### src/logic/rtpi_pkg.sv
// package: constants and carrier types of the periodic irq / halt block
`default_nettype none
package rtpi_pkg;
   // clock rate
   localparam int unsigned CLK_PERIOD_NS = 20;            // 50 MHz system clock
   // oscillator halt: no oscillator edge for this long means stopped
   localparam int unsigned HALT_TIME_NS  = 122000;        // about 4 osc periods
   localparam int unsigned HALT_CYC      = HALT_TIME_NS / CLK_PERIOD_NS;
   // chip enable hold time before frequency measurement output
   localparam longint unsigned MEAS_HOLD_NS = 64'd2500000000; // 2.5 s
   localparam int unsigned MEAS_HOLD_CYC =
      int'((MEAS_HOLD_NS + CLK_PERIOD_NS - 1) / CLK_PERIOD_NS);
   // oscillator divider taps (32.768 kHz source)
   localparam int unsigned DIV_W         = 15;            // 32768 edges = 1 s
   localparam int unsigned TAP_1024HZ    = 4;             // 32-edge period
   localparam int unsigned TAP_2HZ       = 13;            // 16384-edge period
   localparam int unsigned TAP_1HZ       = 14;            // 32768-edge period
   // interrupt cycle select field layout
   localparam int unsigned CYC_MODE_BIT  = 3;             // 1 = level mode
   localparam logic [3:0]  CYC_RESET     = 4'h0;          // pulse mode, off
   // pulse mode period codes (low two bits)
   localparam logic [1:0]  PER_OFF       = 2'h0;
   localparam logic [1:0]  PER_ON        = 2'h1;
   localparam logic [1:0]  PER_1024HZ    = 2'h2;
   localparam logic [1:0]  PER_2HZ       = 2'h3;
   // reset values of the flags
   localparam logic        HALT_RESET    = 1'b1;          // set on power-up
   localparam logic        PIF_RESET     = 1'b0;

   // one-cycle time boundary pulses from the calendar counters
   typedef struct packed {
      logic every_month;     // 1st day 0:00:00
      logic every_week;      // weekday 0 at 0:00:00
      logic every_day;       // 0:00:00
      logic every_hour;      // mm:ss = 00:00
      logic every_10min;     // minute ends in 0, second 00
      logic every_min;       // second 00
      logic every_10s;       // second ends in 0
      logic every_sec;       // each second
   } rtpi_time_evt_type;

   // host write strobes coming out of the serial port decoder
   typedef struct packed {
      logic       cyc_wr;    // interrupt cycle select write
      logic [3:0] cyc_data;  // new select value
      logic       ctrl_wr;   // control register write, clears halt flag
      logic       pif_wr;    // periodic irq flag write
      logic       pif_data;  // value written to the flag
   } rtpi_host_wr_type;
endpackage
`default_nettype wire

### src/logic/rtpi_core.sv
// module: periodic interrupt generator and oscillator halt detector
//
// How it works
// host control write clears halt flag
// oscillator stop sets halt flag
// power-up reset presets halt flag to one
// CE high freezes halt detection
// halt flag sticky until host clears
// CE held 2.5 s gives 1 Hz
// CE under 1.5 s gives no pulse
// irq output is active-low open drain
// select bit 3 picks pulse or level
// pulse codes 00 off, 01 low
// pulse codes 10 1024 Hz, 11 2 Hz
// level codes 000-011 second to ten minutes
// level code 100 every hour
// level codes 101-111 day, week, month
// pulse mode flag mirrors output, read-only
// level mode flag writable, drives output
// writing flag zero releases output
// boundary sets flag, held until cleared
// waveforms divided from oscillator clock
`timescale 1ns/100ps
`default_nettype none
module rtpi_core #(
   parameter int unsigned HALT_CYC = rtpi_pkg::HALT_CYC,
   parameter int unsigned MEAS_CYC = rtpi_pkg::MEAS_HOLD_CYC
) (
   input  wire logic                       CLK,
   input  wire logic                       RESET_N,
   input  wire logic                       CE,
   input  wire logic                       OSC_INPUT,
   input  wire rtpi_pkg::rtpi_host_wr_type HOST_WR,
   input  wire rtpi_pkg::rtpi_time_evt_type TIME_EVT,
   output logic                            IRQ_OUT_N_O,
   output logic                            IRQ_OUT_N_OE,
   output logic                            OSC_HALT_FLAG,
   output logic                            PERIODIC_IRQ_FLAG,
   output logic [3:0]                      INTERRUPT_CYCLE_SELECT
);

   // state of the output selection
   typedef enum logic [1:0] {
      RTPI_NORMAL,
      RTPI_MEASURE
   } rtpi_mode_type;

   logic                      ce_s1;          // first sync stage, CE
   logic                      ce_s2;          // synchronised CE
   logic                      osc_s1;         // first sync stage, osc
   logic                      osc_s2;         // synchronised osc
   logic                      osc_d;          // delayed for edge detect
   logic                      osc_rise;       // one osc rising edge
   logic [rtpi_pkg::DIV_W-1:0] div;           // oscillator divider
   logic [12:0]               halt_cnt;       // cycles since last osc edge
   logic                      halt_seen;      // timeout reached
   logic [27:0]               ce_cnt;         // cycles CE has stayed high
   rtpi_mode_type             mode;           // normal or measurement
   logic                      level_mode;     // select bit 3
   logic [1:0]                period;         // low two select bits
   logic                      boundary;       // selected level-mode event
   logic                      next_oe;        // pull line low next cycle

   // pick the boundary pulse for a level-mode code
   function automatic logic pick_evt(input logic [2:0] code,
                                     input rtpi_pkg::rtpi_time_evt_type e);
      logic r;
      r = 1'b0;
      case (code)
         3'h0:    r = e.every_sec;
         3'h1:    r = e.every_10s;
         3'h2:    r = e.every_min;
         3'h3:    r = e.every_10min;
         3'h4:    r = e.every_hour;
         3'h5:    r = e.every_day;
         3'h6:    r = e.every_week;
         3'h7:    r = e.every_month;
         default: r = 1'b0;
      endcase
      return r;
   endfunction

   // pin synchronisers; first stages feed only the second
   always_ff @(posedge CLK or negedge RESET_N) begin
      if (!RESET_N) begin
         ce_s1  <= 1'b0;
         ce_s2  <= 1'b0;
         osc_s1 <= 1'b0;
         osc_s2 <= 1'b0;
         osc_d  <= 1'b0;
      end else begin
         ce_s1  <= CE;
         ce_s2  <= ce_s1;
         osc_s1 <= OSC_INPUT;
         osc_s2 <= osc_s1;
         osc_d  <= osc_s2;
      end
   end

   assign osc_rise = osc_s2 & ~osc_d;

   // oscillator divider, all waveforms tap it
   always_ff @(posedge CLK or negedge RESET_N) begin
      if (!RESET_N) begin
         div <= '0;
      end else if (osc_rise) begin
         div <= div + 1'b1;
      end
   end

   // halt watchdog; held at zero while CE is high so access cannot trip it
   always_ff @(posedge CLK or negedge RESET_N) begin
      if (!RESET_N) begin
         halt_cnt <= '0;
      end else if (osc_rise || ce_s2) begin
         halt_cnt <= '0;
      end else if (!halt_seen) begin
         halt_cnt <= halt_cnt + 13'h1;
      end
   end

   assign halt_seen = (halt_cnt >= 13'(HALT_CYC));

   // halt flag: reset to one, set by timeout, cleared by control write
   always_ff @(posedge CLK or negedge RESET_N) begin
      if (!RESET_N) begin
         OSC_HALT_FLAG <= rtpi_pkg::HALT_RESET;
      end else if (halt_seen && !ce_s2) begin
         OSC_HALT_FLAG <= 1'b1;             // set wins over clear
      end else if (HOST_WR.ctrl_wr) begin
         OSC_HALT_FLAG <= 1'b0;
      end
   end

   // CE hold timer; short holds never reach the limit
   always_ff @(posedge CLK or negedge RESET_N) begin
      if (!RESET_N) begin
         ce_cnt <= '0;
      end else if (!ce_s2) begin
         ce_cnt <= '0;
      end else if (ce_cnt < 28'(MEAS_CYC)) begin
         ce_cnt <= ce_cnt + 28'h1;
      end
   end

   // measurement state follows the CE hold timer
   always_ff @(posedge CLK or negedge RESET_N) begin
      if (!RESET_N) begin
         mode <= RTPI_NORMAL;
      end else begin
         case (mode)
            RTPI_NORMAL:
               if (ce_s2 && ce_cnt >= 28'(MEAS_CYC)) begin
                  mode <= RTPI_MEASURE;
               end
            RTPI_MEASURE:
               if (!ce_s2) begin
                  mode <= RTPI_NORMAL;
               end
            default: mode <= RTPI_NORMAL;
         endcase
      end
   end

   // interrupt cycle select register
   always_ff @(posedge CLK or negedge RESET_N) begin
      if (!RESET_N) begin
         INTERRUPT_CYCLE_SELECT <= rtpi_pkg::CYC_RESET;
      end else if (HOST_WR.cyc_wr) begin
         INTERRUPT_CYCLE_SELECT <= HOST_WR.cyc_data;
      end
   end

   assign level_mode = INTERRUPT_CYCLE_SELECT[rtpi_pkg::CYC_MODE_BIT];
   assign period     = INTERRUPT_CYCLE_SELECT[1:0];
   assign boundary   = pick_evt(INTERRUPT_CYCLE_SELECT[2:0], TIME_EVT);

   // output drive decision
   always_comb begin
      next_oe = 1'b0;
      if (mode == RTPI_MEASURE) begin
         next_oe = div[rtpi_pkg::TAP_1HZ];
      end else if (level_mode) begin
         next_oe = PERIODIC_IRQ_FLAG;
      end else begin
         case (period)                                // bit 2 ignored
            rtpi_pkg::PER_OFF:    next_oe = 1'b0;
            rtpi_pkg::PER_ON:     next_oe = 1'b1;
            rtpi_pkg::PER_1024HZ:
               next_oe = div[rtpi_pkg::TAP_1024HZ];
            rtpi_pkg::PER_2HZ:
               next_oe = div[rtpi_pkg::TAP_2HZ];
            default:              next_oe = 1'b0;
         endcase
      end
   end

   // open-drain line: data always low, only the enable moves
   always_ff @(posedge CLK or negedge RESET_N) begin
      if (!RESET_N) begin
         IRQ_OUT_N_O  <= 1'b0;
         IRQ_OUT_N_OE <= 1'b0;
      end else begin
         IRQ_OUT_N_O  <= 1'b0;
         IRQ_OUT_N_OE <= next_oe;
      end
   end

   // periodic irq flag; pulse mode mirrors the line, level mode latches
   always_ff @(posedge CLK or negedge RESET_N) begin
      if (!RESET_N) begin
         PERIODIC_IRQ_FLAG <= rtpi_pkg::PIF_RESET;
      end else if (!level_mode) begin
         PERIODIC_IRQ_FLAG <= next_oe;      // writes ignored
      end else if (boundary) begin
         PERIODIC_IRQ_FLAG <= 1'b1;         // set beats a same-cycle ack
      end else if (HOST_WR.pif_wr) begin
         PERIODIC_IRQ_FLAG <= HOST_WR.pif_data;
      end
   end

   // checks next to the logic they guard
   a_halt_sets: assert property (@(posedge CLK) disable iff (!RESET_N)
      halt_seen && !ce_s2 |=> OSC_HALT_FLAG)
      else $error("halt timeout did not set halt flag");

   a_halt_sticky: assert property (@(posedge CLK) disable iff (!RESET_N)
      OSC_HALT_FLAG && !HOST_WR.ctrl_wr |=> OSC_HALT_FLAG)
      else $error("halt flag dropped without host clear");

   a_halt_clear: assert property (@(posedge CLK) disable iff (!RESET_N)
      HOST_WR.ctrl_wr && !(halt_seen && !ce_s2)
      |=> !OSC_HALT_FLAG)
      else $error("control write did not clear halt flag");

   a_ce_freeze: assert property (@(posedge CLK) disable iff (!RESET_N)
      ce_s2 && !HOST_WR.ctrl_wr |=> $stable(OSC_HALT_FLAG))
      else $error("halt flag moved while CE high");

   a_meas_short: assert property (@(posedge CLK) disable iff (!RESET_N)
      !ce_s2 ##1 ce_s2 |-> mode == RTPI_NORMAL)
      else $error("measurement began without CE hold");

   a_meas_entry: assert property (@(posedge CLK) disable iff (!RESET_N)
      ce_s2 && ce_cnt >= 28'(MEAS_CYC) |=> mode == RTPI_MEASURE)
      else $error("CE hold did not start measurement");

   a_meas_wave: assert property (@(posedge CLK) disable iff (!RESET_N)
      mode == RTPI_MEASURE
      |=> IRQ_OUT_N_OE == $past(div[rtpi_pkg::TAP_1HZ]))
      else $error("measurement output not 1 Hz tap");

   a_od_low: assert property (@(posedge CLK) disable iff (!RESET_N)
      ##1 !IRQ_OUT_N_O)
      else $error("open-drain data not low");

   a_pulse_off: assert property (@(posedge CLK) disable iff (!RESET_N)
      mode == RTPI_NORMAL && !level_mode && period == 2'h0
      |=> !IRQ_OUT_N_OE)
      else $error("pulse off code drove the line");

   a_pulse_on: assert property (@(posedge CLK) disable iff (!RESET_N)
      mode == RTPI_NORMAL && !level_mode && period == 2'h1
      |=> IRQ_OUT_N_OE)
      else $error("pulse on code released the line");

   a_pulse_fast: assert property (@(posedge CLK) disable iff (!RESET_N)
      mode == RTPI_NORMAL && !level_mode && period == 2'h2
      |=> IRQ_OUT_N_OE == $past(div[4]))
      else $error("1024 Hz output not on divider tap");

   a_pulse_slow: assert property (@(posedge CLK) disable iff (!RESET_N)
      mode == RTPI_NORMAL && !level_mode && period == 2'h3
      |=> IRQ_OUT_N_OE == $past(div[rtpi_pkg::TAP_2HZ]))
      else $error("2 Hz output not on divider tap");

   a_pulse_flag: assert property (@(posedge CLK) disable iff (!RESET_N)
      !level_mode |=> PERIODIC_IRQ_FLAG == IRQ_OUT_N_OE)
      else $error("pulse mode flag differs from line");

   a_level_set: assert property (@(posedge CLK) disable iff (!RESET_N)
      level_mode && boundary |=> PERIODIC_IRQ_FLAG)
      else $error("boundary did not set periodic flag");

   a_level_ack: assert property (@(posedge CLK) disable iff (!RESET_N)
      level_mode && mode == RTPI_NORMAL && HOST_WR.pif_wr
      && !HOST_WR.pif_data && !boundary && !HOST_WR.cyc_wr
      |=> !PERIODIC_IRQ_FLAG ##1 !IRQ_OUT_N_OE)
      else $error("ack did not release the line");

   a_level_drive: assert property (@(posedge CLK) disable iff (!RESET_N)
      level_mode && mode == RTPI_NORMAL
      |=> IRQ_OUT_N_OE == $past(PERIODIC_IRQ_FLAG))
      else $error("level mode line not following flag");

   a_hour_code: assert property (@(posedge CLK) disable iff (!RESET_N)
      INTERRUPT_CYCLE_SELECT == 4'hC && TIME_EVT.every_hour
      |=> PERIODIC_IRQ_FLAG)
      else $error("hourly code missed hour boundary");

   a_sec_code: assert property (@(posedge CLK) disable iff (!RESET_N)
      INTERRUPT_CYCLE_SELECT == 4'h8 && TIME_EVT.every_sec
      |=> PERIODIC_IRQ_FLAG)
      else $error("seconds code missed second boundary");

   a_month_code: assert property (@(posedge CLK) disable iff (!RESET_N)
      INTERRUPT_CYCLE_SELECT == 4'hF && TIME_EVT.every_month
      |=> PERIODIC_IRQ_FLAG)
      else $error("monthly code missed month boundary");

endmodule
`default_nettype wire

### config.mk
export PLATFORM = sky130hd
export DESIGN_NAME = rtpi_core
export DESIGN_NICKNAME = d
export VERILOG_FILES = /design/src/logic/rtpi_pkg.sv /design/src/logic/rtpi_core.sv
export SDC_FILE = /design/constraint.sdc
export NUM_CORES = 1
export LEC_CHECK = 0
export BUFFER_PORTS_ARGS = -buffer_cell sky130_fd_sc_hd__buf_4
export CELL_PAD_IN_SITES_DETAIL_PLACEMENT = 0
export CELL_PAD_IN_SITES_GLOBAL_PLACEMENT = 2
export CORE_MARGIN = 5
export CORE_UTILIZATION = 41
export DETAILED_ROUTE_END_ITERATION = 8
export GPL_TIMING_DRIVEN = 0
export PLACE_DENSITY = 0.8
export SYNTH_ARGS = -nofsm -noshare
export SYNTH_HDL_FRONTEND = slang
export SYNTH_SLANG_ARGS = --single-unit
export TNS_END_PERCENT = 20
### constraint.sdc
create_clock -name CLK -period 4.91 [get_ports CLK]
set_clock_uncertainty 0.15 [all_clocks]
set_input_delay 0.491 -clock CLK [delete_from_list [all_inputs] [get_ports CLK]]
set_output_delay 0.491 -clock CLK [all_outputs]
set_load 0.05 [all_outputs]
# Yosys cells after proc, flatten, opt, wreduce, memory -nomap -nowiden
# Cells that the tools add are included.
# classes
n_addsub	3
magnitude_cmp	3
eq_ne	16
muxes	16
bitwise	2
n_reduce_logical	9
# op_table
op	count
two-way mux 28 bit	2
adder 28 x 1 -> 28 bit (second input constant)	1
greater-or-equal comparator 28 x 27 -> 1 bit (second input constant)	1
< comparator 28 x 27 -> 1 bit (second input constant)	1
two-way mux 13 bit	2
adder 15 x 1 -> 15 bit (second input constant)	1
adder 13 x 1 -> 13 bit (second input constant)	1
greater-or-equal comparator 13 bit (second input constant)	1
equality test 3 bit (second input constant)	4
case mux 1 bit (8 select lines)	1
two-way mux 1 bit	7
equality test 3 x 2 -> 1 bit (second input constant)	2
equality test 2 x 1 -> 1 bit (second input constant)	2
equality test 2 bit (second input constant)	2
logical NOT 2 bit	2
two-way mux 2 bit	2
inequality test 2 x 1 -> 1 bit (second input constant)	2
inequality test 2 bit (second input constant)	2
case mux 1 bit (4 select lines)	1
case mux 2 bit (2 select lines)	1
equality test 3 x 1 -> 1 bit (second input constant)	1
logical NOT 3 bit	1
inequality test 3 x 2 -> 1 bit (second input constant)	1
logical AND 1 bit	2
other kinds (6)	6
# totals
register_bits	70
in_bits	20
output_inout_bits	8
elab_cells	62

# Logic depth before layout (Yosys ltp)
# depth
ltp_word	5
mapped_depth	8
depth_no_buf	6

# Least setup slack after synthesis
# Ideal clock, no wire load.
# synth_path
kind	register -> register
startpoint	reg ce_cnt[4]
endpoint	reg ce_cnt[18]
setup_ps	78
arrival_ps	1849
required_ps	4682
slack_ps	2833
stages_incl_launch_ff	6
n_path_buf	0
synth_period_minus_slack_ps	2077
cell_sequence	dfrtp_1 -> and4_4 -> nand2_2 -> or4_4 -> or4_1 -> a21oi_1
# synth_between
elab_chain_len	3
elab_cells_between_ends	5
classes_between	add/sub (1); order compare (1); eq/ne (1); mux (2)
# synth_lines
element	line	text
start: declaration	rtpi_core.sv:57	logic [27:0] ce_cnt;
start signal: assignment	rtpi_core.sv:142	ce_cnt <= ce_cnt + 28'h1;
adder 28 x 1 -> 28 bit	rtpi_core.sv:142	
two-way mux 28 bit	rtpi_core.sv:141	end else if (ce_cnt < 28'(MEAS_CYC)) begin
two-way mux 28 bit	rtpi_core.sv:139	end else if (!ce_s2) begin
# Several ways; a longest one is shown, not always the timed one. The select of a mux whose other input is x is not followed.
# A chain may end at the register's enable or synchronous reset.

# Worst setup path in the final report
# layout_path
startpoint	reg ce_cnt[19]
endpoint	reg ce_cnt[1]
# layout_between
elab_chain_len	2
# layout_lines
element	line
< comparator 28 x 27 -> 1 bit	rtpi_core.sv:141
inequality test 2 x 1 -> 1 bit (no line)	n/a
# Every way passes these cells.

==> run metrics <==
status=complete, no violations; post-synth design cell area=3350 µm²; Internal Power=between 0.9 and 1 mW; Layout Utilization=48.1%; Synth Area per Inst=approximately 10 µm²; crit path capture type=flip-flop; final WL=around 6.7 mm; fin nets=~390; drt pass-1 iters=4; drt wl/cell=roughly 14 µm; CP Class=flip-flop to flip-flop; Final ANT Viol Nets=0; RSZ-0062 raised after global routing=false; PD cells=between 300 and 400 nW/µm²; initial antenna violation count=0; area leader, netlist=dfrtp_1; post-synth cell types=44; via count=2,472; drt initial violations=slightly below 80; reg2reg start=ce_cnt[19]; CP delay by family, top=simple AND/OR/NAND/NOR gates; ANT cells=0; die width=between 100 and 150 µm; H-tree levels=3; input/output buffers=26; Slowest cell on crit path=dfrtp_1; pin count of the biggest net entering global routing=70; worst slew pin tran=just under 900 ps; Hold WC Path Type=primary input to async pin; vias in the first global route=2,450; layout cells sized above 1=between 10% and 20%; Cell Rows=33; Syn Nets=around 350; Reg2Reg Setup Slack=2400 ps; CP Cell Sequence=nor4_1 -> nand4_1 -> a211o_1 -> nand2_1 -> buf_2 -> buf_2 -> mux2i_1 -> nor2_1; core area=8090 µm²; clock transition at the registers of the reported paths=roughly 80 ps; drt drc=0; postcts setup bufs=0; Chip Height=between 100 and 150 µm; # clock sinks=69; top achievable clock speed=399 MHz; Max VDD drop=about 0.16 mV; CTS max path bufs=2; P_leak=roughly 1.6 nW; Logic pwr share=11.1%; Die Area=10,100 µm²; Sw Share=between 20% and 30%; Bufs and invs on worst path=2; CTS tree=built; critical path data arrival time=2560 ps; headroom to the max-slew limit=41.9%; #FFs+latches synth=69; final cycle utilization of the critical path=approximately half; Overflow after GRT=0; clock buffers created by TritonCTS=9; global-route wire length before repair=between 10 and 15 mm; clk root buf=clkbuf_8; Final Power=between 1 and 1.5 mW; initial core utilization=about 41%; Total Routing Usage GR=between 10% and 20%; Fin. Hold Viols=0; final setup TNS=0 ps; Worst Path Required=~5000 ps; fillcell total=slightly above 800; Gate Count Post-Synth=between 300 and 400; Via-to-Cell Ratio=5.19; sequential share of power=around half; Slew Limit Fails=0; Yosys Warn Count=0; Layout area overhead=16.0%; EDFF count, synth=0; Seq/Total Area, Yosys=between 50% and 60%; Async SR Flop Fraction=100%; post-layout minimum cycle time=between 2000 and 3000 ps; P_sw=around 0.33 mW; Synth Flop Type=dfrtp_1; clock share of power=between 30% and 40%; post-DP HPWL=roughly 4.6 mm; maxcap violations=0; Worst R2R End=ce_cnt[1]; Setup crit start kind=flip-flop; area share of the leading cell type in the synthesized netlist=between 50% and 60%; CP peak stage delay=between 400 and 500 ps; cell mode on critical path=buf_2; final weighted congestion in routability-driven placement=around 0.79; worst r2r path cells=8; setup violators final=0; Hold Worst Slack=approximately 110 ps; top cells by area, synth=dfrtp_1 51%, xnor2_1 4.7%, xor2_1 3.9%, nor2_1 3.6%, nand3_1 3.3%; Ports=28; CP Max Fanout=10; post-CTS sizing=0; CTS hold repair buffers=0; clock latency on the worst-skew pair=between 300 and 400 ps
## power by group through the flow
stage / registers (mW) / logic (mW) / clock network [mW]
floorplan: 0.666 / 0.0669 / 0
global placement: 0.647 / 0.142 / 0
detailed placement: 0.648 / 0.144 / 0
CTS: 0.637 / 0.145 / 0.503
global route: 0.642 / 0.157 / 0.531
finish: 0.637 / 0.140 / 0.489
## logic make-up (layout without fill, tap and decap cells)
logic type | after synthesis | count (layout) | share of synthesized area (%)
compound gates | 44 | 44 | 8.13
xor+xnor | 33 | 33 | 8.62
fa+ha+maj | 5 | 5 | 1.86
buf+inv | 22 | 64 | 2.65
flops | 69 | 69 | 51.5
mux | 14 | 14 | 5.15
other cells | 1 | 1 | 0.112
simple gates | 141 | 141 | 22.0
## synthesized netlist by cell type, types with 3 or more instances
library cell	instances
mux2_2	6
nor4_1	4
and4_1	3
xnor2_1	18
nand2b_1	4
or3_1	6
inv_1	12
nand4_1	11
a21oi_1	15
nand3_1	22
o21ai_0	9
and3_1	7
and2_1	4
mux2i_1	6
ha_1	5
nand2_1	29
xor2_1	15
nor2_1	32
clkbuf_1	7
or4_1	6
nor2b_1	4
dfrtp_1	68
o31ai_1	7
## placed cells by master (no fill, tap or decap), types with 3 or more instances in the layout
cell type / n
or4_1: 6
nand2b_1: 4
nand3_1: 22
inv_1: 12
or3_1: 6
and3_1: 7
clkbuf_8: 12
nor2_1: 32
ha_1: 5
mux2_2: 6
nand2_1: 29
dfrtp_1: 68
o31ai_1: 7
o21ai_0: 9
mux2i_1: 6
nand4_1: 11
nor4_1: 4
xnor2_1: 18
a21oi_1: 15
and4_1: 3
buf_4: 27
and2_1: 4
xor2_1: 15
nor2b_1: 4
clkbuf_1: 8
## worst reg2reg max path: stages, from the launching register on
cell	delay, ps
dfrtp_1	460
nor4_1	390
nand4_1	170
a211o_1	330
nand2_1	90
buf_2	210
buf_2	300
mux2i_1	220
nor2_1	50
## per-stage QoR
step,setup WS [ps],instance area [µm²],cells
after detailed placement,2380,3680,460
after global routing,2270,3890,476
final,2400,3890,476
after floorplan,2830,3350,329
after global placement,2430,3680,460
after CTS,2380,3890,476
## flip-flops by register name (all words and copies together), names as in the netlist, 4 cells and up
| name | flops |
|---|---|
| ce_cnt | 28 |
| div | 15 |
| INTERRUPT_CYCLE_SELECT | 4 |
| halt_cnt | 13 |
## metal layers
metal	wire [µm]	GRT usage [%]
met4	159	7.25
met1	3270	19.6
met2	2960	21.7
met3	324	3.53
met5	0	0
## layout make-up
| class | count | area (µm²) | area share [%] |
|---|---|---|---|
| Buffer | 10 | 43.8 | 1.13 |
| Clock buffer | 13 | 169 | 4.34 |
| Clock inverter | 3 | 42.5 | 1.09 |
| Inverter | 12 | 45.0 | 1.16 |
| Multi-Input combinational cell | 238 | 1540 | 39.5 |
| Sequential cell | 69 | 1730 | 44.4 |
| Tap cell | 105 | 131 | 3.38 |
| Timing Repair Buffer | 26 | 195 | 5.01 |
## worst max-delay path by stage
stage               slack [ps]         end  startpoint  depth (start not counted)
global route              2270   ce_cnt[1]  ce_cnt[19]                          8
global placement          2430   ce_cnt[1]  ce_cnt[19]                          8
finish                    2400   ce_cnt[1]  ce_cnt[19]                          8
floorplan                 2830  ce_cnt[18]   ce_cnt[4]                          5
CTS                       2380   ce_cnt[1]  ce_cnt[19]                          8
detailed placement        2380   ce_cnt[1]  ce_cnt[19]                          8
No activity file was read; power rests on OpenSTA's default activity.
